<file path="src/hdl/sbsr_consts.vh">
// Purpose: shared constants of the status byte and service request block
// Assumes: included by bare name from every sbsr design file
// Notes: command codes are local to this block's command port
`ifndef SBSR_CONSTS_VH
`define SBSR_CONSTS_VH

// Command codes on cmd_code
`define SBSR_CMD_W 4
`define SBSR_CMD_ESR_QUERY 4'h1
`define SBSR_CMD_ESE_WRITE 4'h2
`define SBSR_CMD_ESE_QUERY 4'h3
`define SBSR_CMD_STB_QUERY 4'h4
`define SBSR_CMD_SRE_WRITE 4'h5
`define SBSR_CMD_SRE_QUERY 4'h6
`define SBSR_CMD_CLEAR_STATUS 4'h7
`define SBSR_CMD_SERIAL_POLL 4'h8
`define SBSR_CMD_ERR_QUERY 4'h9
`define SBSR_CMD_PROT_EN_WRITE 4'hA
`define SBSR_CMD_PROT_EN_QUERY 4'hB
`define SBSR_CMD_PROT_EV_QUERY 4'hC

// Standard event flag bits
`define SBSR_EV_OPC 0
`define SBSR_EV_QUERY_ERR 2
`define SBSR_EV_DEV_ERR 3
`define SBSR_EV_EXEC_ERR 4
`define SBSR_EV_CMD_ERR 5
`define SBSR_EV_POWER_ON 7
`define SBSR_EV_USED_MASK 8'hBD
`define SBSR_EV_RESET 8'h80

// Status byte bits
`define SBSR_SB_SPARE 0
`define SBSR_SB_PROT 1
`define SBSR_SB_ERRQ 2
`define SBSR_SB_QUEST 3
`define SBSR_SB_MAV 4
`define SBSR_SB_ESB 5
`define SBSR_SB_RQS 6
`define SBSR_SB_OPER 7
`define SBSR_SB_NO_RQS_MASK 8'hBF

// Reset values and widths
`define SBSR_MASK_RESET 8'h00
`define SBSR_BYTE_ZERO 8'h00
`define SBSR_RSP_W 32
`define SBSR_ERR_NONE 16'h0000

`endif

</file>
<file path="src/hdl/sbsr_err_queue.v">
// Purpose: first-in first-out error queue of the status block
// Assumes: one push and one pop per cycle at most
// Notes: a push into a full queue is dropped unless a pop or flush comes in that cycle; flush with push keeps the push
`timescale 1ns/1ns
`default_nettype none
`include "sbsr_consts.vh"
module sbsr_err_queue #(
  parameter W = 16,
  parameter DEPTH = 10,
  parameter AW = 4
) (
  // Clock and reset
  input wire sys_clk,
  input wire reset_n,
  // Fill side
  input wire push,
  input wire [W-1:0] push_data,
  // Drain side
  input wire pop,
  input wire flush,
  output wire [W-1:0] head,
  output wire not_empty,
  output wire full
);
  localparam [AW-1:0] LAST = DEPTH - 1;
  localparam [AW:0] CNT_FULL = DEPTH;
  reg [AW-1:0] wr_ptr_ff;
  reg [AW-1:0] rd_ptr_ff;
  reg [AW:0] count_ff;
  reg [AW-1:0] nxt_wr_ptr;
  reg [AW-1:0] nxt_rd_ptr;
  reg [AW:0] nxt_count;
  wire [W*DEPTH-1:0] flat;
  wire pop_ok;
  wire push_ok;
  wire [AW-1:0] wr_idx;

  assign not_empty = (count_ff != {(AW+1){1'b0}});
  assign full = (count_ff == CNT_FULL);
  assign pop_ok = pop & not_empty & ~flush;
  // Full queue still takes a push when an entry leaves in the same cycle
  assign push_ok = push & (~full | pop_ok | flush);
  assign wr_idx = flush ? {AW{1'b0}} : wr_ptr_ff;
  assign head = flat[rd_ptr_ff*W +: W];

  genvar i;
  generate
    for (i = 0; i < DEPTH; i = i + 1) begin : g_entry
      reg [W-1:0] entry_ff;
      always @(posedge sys_clk or negedge reset_n) begin
        if (!reset_n) begin
          entry_ff <= {W{1'b0}};
        end else if (push_ok && wr_idx == i) begin
          entry_ff <= push_data;
        end
      end
      assign flat[i*W +: W] = entry_ff;
    end
  endgenerate

  always @* begin
    nxt_wr_ptr = wr_ptr_ff;
    nxt_rd_ptr = rd_ptr_ff;
    nxt_count = count_ff;
    if (flush) begin
      nxt_rd_ptr = {AW{1'b0}};
      nxt_wr_ptr = push_ok ? {{(AW-1){1'b0}}, 1'b1} : {AW{1'b0}};
      nxt_count = push_ok ? {{AW{1'b0}}, 1'b1} : {(AW+1){1'b0}};
    end else begin
      if (push_ok) begin
        nxt_wr_ptr = (wr_ptr_ff == LAST) ? {AW{1'b0}} : wr_ptr_ff + 1'b1;
      end
      if (pop_ok) begin
        nxt_rd_ptr = (rd_ptr_ff == LAST) ? {AW{1'b0}} : rd_ptr_ff + 1'b1;
      end
      if (push_ok && !pop_ok) begin
        nxt_count = count_ff + 1'b1;
      end else if (pop_ok && !push_ok) begin
        nxt_count = count_ff - 1'b1;
      end
    end
  end

  always @(posedge sys_clk or negedge reset_n) begin
    if (!reset_n) begin
      wr_ptr_ff <= {AW{1'b0}};
      rd_ptr_ff <= {AW{1'b0}};
      count_ff <= {(AW+1){1'b0}};
    end else begin
      wr_ptr_ff <= nxt_wr_ptr;
      rd_ptr_ff <= nxt_rd_ptr;
      count_ff <= nxt_count;
    end
  end
endmodule
`default_nettype wire

</file>
<file path="src/hdl/sbsr_prot_latch.v">
// Purpose: protection event latch with its enable mask
// Assumes: cond carries the protection conditions, one bit per fault
// Notes: a new event in the clearing cycle survives the clear
`timescale 1ns/1ns
`default_nettype none
`include "sbsr_consts.vh"
module sbsr_prot_latch #(
  parameter W = 21
) (
  // Clock and reset
  input wire sys_clk,
  input wire reset_n,
  // Conditions from the power stage
  input wire [W-1:0] cond,
  // Enable mask access
  input wire en_wr,
  input wire [W-1:0] en_data,
  // Clearing
  input wire rd_clr,
  input wire cls,
  // Latched state
  output reg [W-1:0] en_ff,
  output reg [W-1:0] evt_ff
);
  wire [W-1:0] nxt_evt;
  // Only enabled faults latch; hold until read or cleared
  assign nxt_evt = ((rd_clr | cls) ? {W{1'b0}} : evt_ff) | (cond & en_ff);

  always @(posedge sys_clk or negedge reset_n) begin
    if (!reset_n) begin
      en_ff <= {W{1'b0}};
      evt_ff <= {W{1'b0}};
    end else begin
      evt_ff <= nxt_evt;
      if (en_wr) begin
        en_ff <= en_data;
      end
    end
  end
endmodule
`default_nettype wire

</file>
<file path="src/hdl/sbsr_status_top.v">
// Purpose: status byte, standard event flags and service request logic
// Assumes: commands arrive already parsed from the host interface
// Notes: one command per cycle; queries answer on the following cycle
`timescale 1ns/1ns
`default_nettype none
`include "sbsr_consts.vh"

module sbsr_status_top #(
  parameter PROT_W = 21,
  parameter ERR_W = 16,
  parameter ERR_DEPTH = 10,
  parameter ERR_AW = 4
) (
  // Clock and reset
  input wire sys_clk,
  input wire reset_n,
  // Command port from the host interface parser
  input wire cmd_valid,
  input wire [`SBSR_CMD_W-1:0] cmd_code,
  input wire [`SBSR_RSP_W-1:0] cmd_data,
  // Query answers
  output reg rsp_valid_ff,
  output reg [`SBSR_RSP_W-1:0] rsp_data_ff,
  // Event sources
  input wire [7:0] std_event_set,
  input wire [PROT_W-1:0] prot_cond,
  input wire err_push,
  input wire [ERR_W-1:0] err_code,
  input wire output_message_waiting,
  input wire gpib_mode,
  // Service request line, open drain, low when requesting
  output reg srq_o_ff,
  output reg srq_oe_ff,
  // Status views
  output reg [7:0] summary_status_byte_ff,
  output reg request_service_flag_ff,
  output reg err_full_ff
);
  // Architected registers
  reg [7:0] standard_event_flags_ff;
  reg [7:0] standard_event_mask_ff;
  reg [7:0] service_request_mask_ff;
  reg summary_prev_ff;
  // Next values
  reg [7:0] nxt_flags;
  reg nxt_rqs;
  reg nxt_srq_oe;
  reg [`SBSR_RSP_W-1:0] nxt_rsp_data;
  reg nxt_rsp_valid;
  // Decoded command strobes
  reg flags_rd;
  reg ese_wr;
  reg sre_wr;
  reg cls;
  reg spoll;
  reg err_rd;
  reg prot_en_wr;
  reg prot_ev_rd;
  reg cmd_bad;
  // Sub-block views
  wire [PROT_W-1:0] prot_en;
  wire [PROT_W-1:0] prot_evt;
  wire [ERR_W-1:0] err_head;
  wire err_not_empty;
  wire err_full;
  // Status byte assembly
  wire [7:0] esr_enabled;
  wire esb;
  wire [7:0] sb_core;
  wire [7:0] sb_gated;
  wire summary;
  wire [7:0] stb_query_val;
  wire [7:0] spoll_val;

  // Decode of one command per cycle
  always @* begin
    flags_rd = 1'b0;
    ese_wr = 1'b0;
    sre_wr = 1'b0;
    cls = 1'b0;
    spoll = 1'b0;
    err_rd = 1'b0;
    prot_en_wr = 1'b0;
    prot_ev_rd = 1'b0;
    cmd_bad = 1'b0;
    nxt_rsp_valid = 1'b0;
    nxt_rsp_data = {`SBSR_RSP_W{1'b0}};
    if (cmd_valid) begin
      case (cmd_code)
        `SBSR_CMD_ESR_QUERY: begin
          flags_rd = 1'b1;
          nxt_rsp_valid = 1'b1;
          nxt_rsp_data[7:0] = standard_event_flags_ff;
        end
        `SBSR_CMD_ESE_WRITE: begin
          ese_wr = 1'b1;
        end
        `SBSR_CMD_ESE_QUERY: begin
          nxt_rsp_valid = 1'b1;
          nxt_rsp_data[7:0] = standard_event_mask_ff;
        end
        `SBSR_CMD_STB_QUERY: begin
          nxt_rsp_valid = 1'b1;
          nxt_rsp_data[7:0] = stb_query_val;
        end
        `SBSR_CMD_SRE_WRITE: begin
          sre_wr = 1'b1;
        end
        `SBSR_CMD_SRE_QUERY: begin
          nxt_rsp_valid = 1'b1;
          nxt_rsp_data[7:0] = service_request_mask_ff;
        end
        `SBSR_CMD_CLEAR_STATUS: begin
          cls = 1'b1;
        end
        `SBSR_CMD_SERIAL_POLL: begin
          // Serial poll exists only on GPIB; elsewhere it is refused silently
          if (gpib_mode) begin
            spoll = 1'b1;
            nxt_rsp_valid = 1'b1;
            nxt_rsp_data[7:0] = spoll_val;
          end
        end
        `SBSR_CMD_ERR_QUERY: begin
          err_rd = 1'b1;
          nxt_rsp_valid = 1'b1;
          nxt_rsp_data[ERR_W-1:0] = err_not_empty ? err_head : `SBSR_ERR_NONE;
        end
        `SBSR_CMD_PROT_EN_WRITE: begin
          prot_en_wr = 1'b1;
        end
        `SBSR_CMD_PROT_EN_QUERY: begin
          nxt_rsp_valid = 1'b1;
          nxt_rsp_data[PROT_W-1:0] = prot_en;
        end
        `SBSR_CMD_PROT_EV_QUERY: begin
          prot_ev_rd = 1'b1;
          nxt_rsp_valid = 1'b1;
          nxt_rsp_data[PROT_W-1:0] = prot_evt;
        end
        default: begin
          // Unknown command counts as a command error
          cmd_bad = 1'b1;
        end
      endcase
    end
  end

  // Standard event flags: new events win over the read or clear
  always @* begin
    nxt_flags = (flags_rd | cls) ? `SBSR_BYTE_ZERO : standard_event_flags_ff;
    nxt_flags = nxt_flags | (std_event_set & `SBSR_EV_USED_MASK);
    nxt_flags[`SBSR_EV_CMD_ERR] = nxt_flags[`SBSR_EV_CMD_ERR] | cmd_bad;
  end

  // Protection event latch feeding bit 1
  sbsr_prot_latch #(
    .W(PROT_W)
  ) u_prot (
    .sys_clk(sys_clk),
    .reset_n(reset_n),
    .cond(prot_cond),
    .en_wr(prot_en_wr),
    .en_data(cmd_data[PROT_W-1:0]),
    .rd_clr(prot_ev_rd),
    .cls(cls),
    .en_ff(prot_en),
    .evt_ff(prot_evt)
  );

  // Error queue feeding bit 2
  sbsr_err_queue #(
    .W(ERR_W),
    .DEPTH(ERR_DEPTH),
    .AW(ERR_AW)
  ) u_errq (
    .sys_clk(sys_clk),
    .reset_n(reset_n),
    .push(err_push),
    .push_data(err_code),
    .pop(err_rd),
    .flush(cls),
    .head(err_head),
    .not_empty(err_not_empty),
    .full(err_full)
  );

  // Status byte sources; bits 0, 3 and 7 stay zero
  assign esr_enabled = standard_event_flags_ff & standard_event_mask_ff;
  assign esb = |esr_enabled;
  assign sb_core[`SBSR_SB_SPARE] = 1'b0;
  assign sb_core[`SBSR_SB_PROT] = |prot_evt;
  assign sb_core[`SBSR_SB_ERRQ] = err_not_empty;
  assign sb_core[`SBSR_SB_QUEST] = 1'b0;
  assign sb_core[`SBSR_SB_MAV] = output_message_waiting & gpib_mode;
  assign sb_core[`SBSR_SB_ESB] = esb;
  assign sb_core[`SBSR_SB_RQS] = 1'b0;
  assign sb_core[`SBSR_SB_OPER] = 1'b0;

  // Each bit passes only where its service mask bit is set;
  // bit 6 is left out to avoid a loop through its own mask bit
  genvar gi;
  generate
    for (gi = 0; gi < 8; gi = gi + 1) begin : g_sre_gate
      if (gi == `SBSR_SB_RQS) begin : g_self
        assign sb_gated[gi] = 1'b0;
      end else begin : g_bit
        assign sb_gated[gi] = sb_core[gi] & service_request_mask_ff[gi];
      end
    end
  endgenerate
  assign summary = |sb_gated;
  assign stb_query_val = sb_core | ({7'h00, summary} << `SBSR_SB_RQS);
  assign spoll_val = sb_core | ({7'h00, request_service_flag_ff} << `SBSR_SB_RQS);

  // Request service rises with a new reason on GPIB only; a poll or clear clears it, new reason wins
  always @* begin
    nxt_rqs = request_service_flag_ff;
    if (spoll || cls) begin
      nxt_rqs = 1'b0;
    end
    if (gpib_mode && summary && !summary_prev_ff) begin
      nxt_rqs = 1'b1;
    end
    // Line pulled low while service is requested on GPIB
    nxt_srq_oe = nxt_rqs & gpib_mode;
  end

  // Event flags and the two masks
  always @(posedge sys_clk or negedge reset_n) begin
    if (!reset_n) begin
      standard_event_flags_ff <= `SBSR_EV_RESET;
      standard_event_mask_ff <= `SBSR_MASK_RESET;
      service_request_mask_ff <= `SBSR_MASK_RESET;
    end else begin
      standard_event_flags_ff <= nxt_flags;
      if (ese_wr) begin
        standard_event_mask_ff <= cmd_data[7:0];
      end
      if (sre_wr) begin
        service_request_mask_ff <= cmd_data[7:0];
      end
    end
  end

  // Request service state and the edge reference of the summary
  always @(posedge sys_clk or negedge reset_n) begin
    if (!reset_n) begin
      summary_prev_ff <= 1'b0;
      request_service_flag_ff <= 1'b0;
    end else begin
      summary_prev_ff <= summary;
      request_service_flag_ff <= nxt_rqs;
    end
  end

  // Query answers; data holds until the next answer replaces it
  always @(posedge sys_clk or negedge reset_n) begin
    if (!reset_n) begin
      rsp_valid_ff <= 1'b0;
      rsp_data_ff <= {`SBSR_RSP_W{1'b0}};
    end else begin
      rsp_valid_ff <= nxt_rsp_valid;
      if (nxt_rsp_valid) begin
        rsp_data_ff <= nxt_rsp_data;
      end
    end
  end

  // Pin and status views, registered so outputs never glitch
  always @(posedge sys_clk or negedge reset_n) begin
    if (!reset_n) begin
      summary_status_byte_ff <= `SBSR_BYTE_ZERO;
      srq_o_ff <= 1'b0;
      srq_oe_ff <= 1'b0;
      err_full_ff <= 1'b0;
    end else begin
      summary_status_byte_ff <= stb_query_val;
      // Open drain: data stays low, only the enable moves
      srq_o_ff <= 1'b0;
      srq_oe_ff <= nxt_srq_oe;
      err_full_ff <= err_full;
    end
  end
endmodule
`default_nettype wire

</file>
<file path="config.mk">
export PLATFORM = sky130hd
export DESIGN_NAME = sbsr_status_top
export DESIGN_NICKNAME = d
export VERILOG_FILES = /design/src/hdl/sbsr_err_queue.v /design/src/hdl/sbsr_prot_latch.v /design/src/hdl/sbsr_status_top.v
export VERILOG_INCLUDE_DIRS = /design/src /design/src/hdl
export SDC_FILE = /design/constraint.sdc
export NUM_CORES = 1
export LEC_CHECK = 0
export BUFFER_PORTS_ARGS = -buffer_cell sky130_fd_sc_hd__buf_2
export CORE_ASPECT_RATIO = 0.5
export CORE_MARGIN = 5
export CORE_UTILIZATION = 30
export CTS_CLUSTER_SIZE = 30
export DETAILED_ROUTE_END_ITERATION = 10
export MAX_ROUTING_LAYER = met4
export PLACE_DENSITY = 0.43
export SLEW_MARGIN = 10
export SYNTH_ARGS = -nofsm -noshare
export SYNTH_HDL_FRONTEND = slang
export SYNTH_HIERARCHICAL = 1
export SYNTH_SLANG_ARGS = --single-unit
</file>
<file path="constraint.sdc">
create_clock -name sys_clk -period 3.35 [get_ports sys_clk]
set_input_delay 0.1675 -clock sys_clk [delete_from_list [all_inputs] [get_ports sys_clk]]
set_output_delay 0.1675 -clock sys_clk [all_outputs]
set_load 0.03 [all_outputs]
</file>
# Yosys cells after proc, flatten, opt, wreduce, memory -nomap -nowiden
# Cells that the tools add are included.
[word_totals]
ff_bits = 272
inputBits = 87
output_inout_bits = 45
wordCells = 147
[op_classes]
n_addsub = 4
n_eq_ne = 24
shifts = 1
muxes = 43
bitwise = 22
n_reduce_logical = 28
[op_table]
columns = ["cell", "count"]
rows = [
  ["$shiftx A160 B9 Y16", 1],
  ["$pmux W8 S8", 1],
  ["$mux W21", 2],
  ["$eq A4 B4 Y1 const B", 9],
  ["$eq A4 B3 Y1 const B", 8],
  ["$mux W4", 7],
  ["$mux W1", 24],
  ["$pmux W8 S3", 1],
  ["$and A21 B21 Y21", 1],
  ["$or A21 B21 Y21", 1],
  ["$reduce_or A21 Y1", 1],
  ["$eq A4 B2 Y1 const B", 4],
  ["$mux W16", 1],
  ["$mux W5", 3],
  ["$logic_and A1 B1 Y1", 14],
  ["$or A6 B7 Y7", 2],
  ["$reduce_or A12 Y1", 1],
  ["$pmux W5 S2", 1],
  ["$and A1 B1 Y1", 9],
  ["$add A4 B1 Y4 const B", 2],
  ["$and A8 B8 Y8", 1],
  ["$eq A4 B1 Y1 const B", 2],
  ["$mux W8", 1],
  ["$or A8 B8 Y8", 1],
  ["16 further kinds", 24],
]

# Longest topological paths before layout
[logic_depth]
depth_word = 13
mapped_depth = 12
ltp_nobuf = 11

# By module
# The synthesis kept the hierarchy.
[modules_own_cells]
columns = ["module", "instances", "cells_per_inst", "area_per_inst_um2", "seq_area_each_um2"]
rows = [
  ["sbsr_err_queue", 1, 577, 8461.9, 4329.2],
  ["sbsr_status_top", 1, 266, 2829.0, 1302.5],
  ["sbsr_prot_latch", 1, 89, 1590.3, 1051.0],
]

# Least setup slack after synthesis
# Ideal clock, no wire load.
[synth_timing]
kind = "input to register"
start = "input cmd_code[1]"
end = "register u_errq.count_ff[4]"
setup_ns = 0.087
arrival_time_ns = 3.116
required_ns = 3.263
setup_slack_ns = 0.147
cell_stages = 12
n_path_buf = 2
cell_sequence = "buf_4 buf_2 and4b_1 inv_1 a21oi_1 a21oi_1 o21ai_0 fa_1 a21o_1 a21oi_1 or4b_2 a22oi_1"
[synth_via]
elab_chain_cells = 11
word_cells_on_any_way = 19
cone_classes = "2 x eq/ne; 6 x mux; 6 x bitwise; 5 x reduce/logical"
[synth_rtl]
columns = ["element", "line", "text"]
rows = [
  ["start: declaration", "sbsr_status_top.v:19", "input wire [`SBSR_CMD_W-1:0] cmd_code,"],
  ["$eq A4 B4 Y1 (*)", "sbsr_status_top.v:89", "case (cmd_code)"],
  ["$mux W1 (*)", "sbsr_status_top.v:89", ""],
  ["$mux W1 (*)", "sbsr_status_top.v:88", "if (cmd_valid) begin"],
  ["via err_rd", "sbsr_status_top.v:56", "reg err_rd;"],
  ["$and A1 B1 Y1 (*) (2 in series)", "sbsr_err_queue.v:40", "assign pop_ok = pop & not_empty & ~flush;"],
  ["$or A1 B1 Y1 (2 in series)", "sbsr_err_queue.v:42", "assign push_ok = push & (~full | pop_ok | flush);"],
  ["$and A1 B1 Y1", "sbsr_err_queue.v:42", ""],
  ["$logic_and A1 B1 Y1 or $logic_not A1 Y1 (tied branches)", "sbsr_err_queue.v:76, sbsr_err_queue.v:78", ""],
  ["$mux W5 or $logic_and A1 B1 Y1 (tied branches)", "sbsr_err_queue.v:76, sbsr_err_queue.v:78", ""],
  ["$mux W5 or $reduce_bool A3 Y1 (tied branches)", "--", ""],
  ["end signal: assignment", "sbsr_err_queue.v:88", "count_ff <= {(AW+1){1'b0}};"],
  ["end signal: assignment", "sbsr_err_queue.v:92", "count_ff <= nxt_count;"],
  ["end: declaration", "sbsr_err_queue.v:29", "reg [AW:0] count_ff;"],
]
# Mark *: on every way through the listed nets, which the timed path passes. The rest lies on a longest branch.
# A chain may end at the register's enable or synchronous reset.

# Worst setup path after layout
[layout_timing]
start = "register u_errq.count_ff[0]"
end = "register u_errq.count_ff[4]"
[layout_via]
elab_chain_cells = 9
word_cells_on_any_way = 18
cone_classes = "2 x add/sub; 1 x eq/ne; 3 x mux; 6 x bitwise; 6 x reduce/logical"
[layout_rtl]
columns = ["element", "line", "text"]
rows = [
  ["$reduce_bool A5 Y1", "sbsr_err_queue.v:38", "assign not_empty = (count_ff != {(AW+1){1'b0}});"],
  ["$and A1 B1 Y1 (2 in series)", "sbsr_err_queue.v:40", ""],
  ["$or A1 B1 Y1 (2 in series)", "sbsr_err_queue.v:42", ""],
  ["$and A1 B1 Y1", "sbsr_err_queue.v:42", ""],
  ["$logic_and A1 B1 Y1 or $logic_not A1 Y1 (tied branches)", "sbsr_err_queue.v:76, sbsr_err_queue.v:78", ""],
  ["$mux W5 or $logic_and A1 B1 Y1 (tied branches)", "sbsr_err_queue.v:76, sbsr_err_queue.v:78", ""],
  ["$mux W5 or $reduce_bool A3 Y1 (tied branches)", "--", ""],
]
# Parallel ways exist; a longest one is shown, timed or not. The select of a mux whose other input is x is not followed.

==> metrics.md <==
| Metric | Value |
|---|---|
| Result of the run | `complete, no violations` |
| Die H | `157 um` |
| Antenna Violating Nets Remaining | `0` |
| Max Cap Viol | `0` |
| Final setup violation count | `0` |
| Insertion delay to the later sink of the worst-skew pair | `0.56 ns` |
| Start-to-end type of the worst setup path | `reg -> reg` |
| Startpoint kind of the worst setup timing path | `flip-flop` |
| Number of enable flip-flop cells after synthesis | `0` |
| Top post-synthesis cells by count | `dfrtp_1 (266), mux2_2 (166), mux2i_1 (41), nand2_1 (36), mux4_2 (32)` |
| Proportion of power drawn by the clock network | `0.239` |
| Tightest slew margin relative to the limit | `0.274` |
| Number of sinks handled by clock tree synthesis | `267` |
| Final Non-Filler Cells | `1,696` |
| Clk Tree Root Cell | `clkbuf_16` |
| Top achievable clock speed | `356 MHz` |
| Warning count from the yosys run | `6` |
| Tot GR Track Use | `0.160` |
| Unrepaired setup endpoints after global routing | `no` |
| Largest area contributor in the synthesized netlist | `dfrtp_1` |
| Vias in the first global route | `9,042` |
| Post-synthesis register bit count | `267` |
| Part of the Yosys area used for sequential elements | `0.519` |
| Worst voltage drop across the vdd grid | `262 uV` |
| Die Width | `303 um` |
| Global-route wire length before repair | `56.5 mm` |
| Leading cell type by number of instances after synthesis | `dfrtp_1` |
| Area added between synthesis and finish | `20.5%` |
| Post-DR wirelength/cell | `21.6 um` |
| Number of distinct library cells after synthesis | `82` |
| Critical Path Start | `u_errq/count_ff[0]$_DFFE_PN0P_` |
| Sw Ratio | `0.326` |
| TNS Setup | `0 ns` |
| Count of input and output buffers | `103` |
| Worst hold path type | `in -> reg` |
| Total wirelength of the detailed-routed design | `36.6 mm` |
| GRT Residual Overflow | `0` |
| Final critical path time including I/O delays and setup | `2.81 ns` |
| Resized Gates After CTS | `0` |
| Crit path largest cell delay | `0.62 ns` |
| GPL Wtd Cong | `0.843` |
| Most Frequent Cell on Critical Path | `a21oi_1` |
| LEAKAGE | `0.00680 uW` |
| End-of-flow core utilization | `0.368` |
| Number of buffers created by CTS | `28` |
| PwrDens | `806 nW/um^2` |
| Worst EP required | `3.82 ns` |
| Number of ports placed on the die boundary | `132` |
| Top-area cell type share of the netlist area | `0.517` |
| Initial antenna violation count | `0` |
| Max Clock Skew | `0.0144 ns` |
| Source of the worst register-to-register timing path | `u_errq/count_ff[0]$_DFFE_PN0P_` |
| Count of final max-slew check failures | `0` |
| Post-synthesis instance total | `932` |
| Setup slack of the most critical reg-to-reg path | `0.54 ns` |
| DRC violation total after the first TritonRoute iteration | `583` |
| Post-Synth Adder-Cell Area | `0.00932` |
| Routed via count | `8,476` |
| Ordered cell list for the critical path | `nor3_4 > a21oi_1 > a21oi_1 > o21ai_0 > buf_4 > ha_1 > a21o_1 > a21oi_1 > or4b_2 > a22oi_1` |
| Clock-pin slew of the registers on the worst-case setup and hold paths | `0.06 ns` |
| Simple logic cell fraction of the synthesized area | `0.0645` |
| Biggest fanout along the worst timing path | `8` |
| Share of layout cells above drive strength 1 | `0.399` |
| Per-cell via count in the routed design | `5.00` |
| Start point of the worst min-delay path | `cmd_valid` |
| Crit path capture type | `flip-flop` |
| Buffers inserted during post-CTS setup optimization | `0` |
| Area fraction in compound gates after synthesis | `0.0921` |
| Total number of H-tree levels | `1` |
| Detailed Routing Iterations Pass 1 | `8` |
| Main flop type after synthesis | `dfrtp_1` |
| Internal Pwr Total | `8430 uW` |
| Drt drc | `0` |
| Area of the core region | `42,200 um^2` |
| Fillcell total | `4,069` |
| Clock tree from TritonCTS | `done` |
| Pin count of the biggest net entering global routing | `95` |
| Post-synthesis xor/xnor area fraction | `0.00136` |
| Number of buffers inserted for hold repair after clock tree synthesis | `67` |
| Final hold violations | `0` |
| Effective utilization at floorplan | `0.305` |
| Core Rows | `53` |
| Crit path DAT | `3.28 ns` |
| Largest buffer count on any clock path | `3` |
| Switching component of the power | `4080 uW` |
| Share of total power in sequential cells | `0.423` |
| Combinational fraction of design power | `0.337` |
| Netlist area before placement | `12,900 um^2` |
| Period Utilization, post-route | `0.838` |
| Fraction of synthesis flops using an asynchronous set or reset pin | `1.00` |
| Mapped Avg Cell Area | `13.8 um^2` |
| Layout Cell Area excl Fill | `15,500 um^2` |
| Die Area | `47,400 um^2` |
| Standard cell with the maximum stage delay on the critical path | `or4b_2` |
| Setup WS post-layout | `0.541 ns` |
| Antenna cell count | `0` |
| Worst Max-Slew Pin Slew | `1.08 ns` |
| Share of synthesized area spent on multiplexers | `0.270` |
| HPWL after DPL | `24.1 mm` |
| Main combinational cell family by area after synthesis | `multiplexers` |
| Post-layout net count | `1,197` |
| Synth top area cells | `dfrtp_1 (52%), mux2_2 (15%), mux4_2 (5.6%), mux2_4 (3.5%), mux2i_1 (3.2%)` |
| Post-detailed-placement cell area | `14,000 um^2` |
| Post-Place Cells | `1,581` |
| Post-placement worst setup slack | `0.495 ns` |
-- stage by stage --
stage	power, uW	hold WS [ns]
3_3_place_gp	9390	0.243
5_1_grt	13300	0.0900
6_report	12500	0.103
2_1_floorplan	8220	-0.128
3_5_place_dp	9550	0.254
4_1_cts	12700	0.0615
-- power by group through the flow --
stage                     Sequential [uW]  Combinational [uW]  Clock (uW)
after CTS                            5310                4260        3110
final                                5300                4220        2990
after global placement               5290                4100           0
after global routing                 5460                4580        3250
after detailed placement             5360                4190           0
after floorplan                      5070                3160           0
-- worst max-delay path, delay by kind of cell, from the launching register on --
kind | cells | cell delay [ns]
adders and majority gates | 1 | 0.30
AOI/OAI and AO/OA | 6 | 0.73
and+or+nand+nor | 2 | 1.01
buffers and inverters | 1 | 0.18
DFF | 1 | 0.50
-- routing by layer --
layer	wire (um)	vias to the layer above	track usage
li1	-	3816	-
met1	17400	4460	0.219
met2	17000	155	0.252
met3	1480	45	0.0277
met4	666	0	0.0320
met5	0	-	-
-- registers in the layout (all words and copies together) (netlist names), 4 cells and up --
name and flops:
rsp_data_ff 21, service_request_mask_ff 8, standard_event_flags_ff 6, standard_event_mask_ff 8
summary_status_byte_ff 5, u_errq/count_ff 5, u_errq/g_entry.entry_ff 160, u_errq/rd_ptr_ff 4
u_errq/wr_ptr_ff 4, u_prot/en_ff 21, u_prot/evt_ff 21
-- cells by family (layout without fill, tap and decap cells) --
kind of cell	after synthesis	after routing
AND/OR/NAND/NOR	130	130
AO/OA/AOI/OAI	159	159
other	1	15
XOR/XNOR	2	2
flip-flops	267	267
buffers and inverters	93	266
multiplexers	271	271
adder cells (fa/ha/maj)	9	9
-- final cells by class --
type | count | area [um^2] | area share
clock buffers | 37 | 795 | 0.0512
clock inverters | 11 | 81.3 | 0.00524
inverters | 11 | 41.3 | 0.00266
multi-input cells | 586 | 5690 | 0.366
flip-flops and latches | 267 | 6690 | 0.431
well taps | 577 | 722 | 0.0465
repair buffers | 207 | 1510 | 0.0973
-- worst paths after layout --
kind                                                             end  cells past startpoint
min                             standard_event_flags_ff[5]$_DFF_PN0_                      3
min reg2reg                              rsp_data_ff[20]$_DFFE_PN0P_                      2
max                                   u_errq/count_ff[4]$_DFFE_PN0P_                     10
max reg2reg                           u_errq/count_ff[4]$_DFFE_PN0P_                     10
min in group asynchronous  u_errq/g_entry[6].entry_ff[3]$_DFFE_PN0P_                      2
max in group asynchronous  u_errq/g_entry[3].entry_ff[9]$_DFFE_PN0P_                      3
-- placed cells by master (no fill, tap or decap), drive strengths merged, types with 5 or more instances in the layout --
cell type	count
and3	5
nor3	7
nand3	15
a22oi	11
buf	140
dlygate4sd3	67
dfrtp	266
mux2	198
nor4	7
a221oi	5
mux2i	41
nand2	36
a21oi	20
a21o	10
o22ai	17
mux4	32
ha	8
o21ai	29
conb	15
a22o	28
inv	11
clkbuf	37
nor2	19
a222oi	9
clkinv	8
nor2b	9
(Power assumes the default switching activity.)
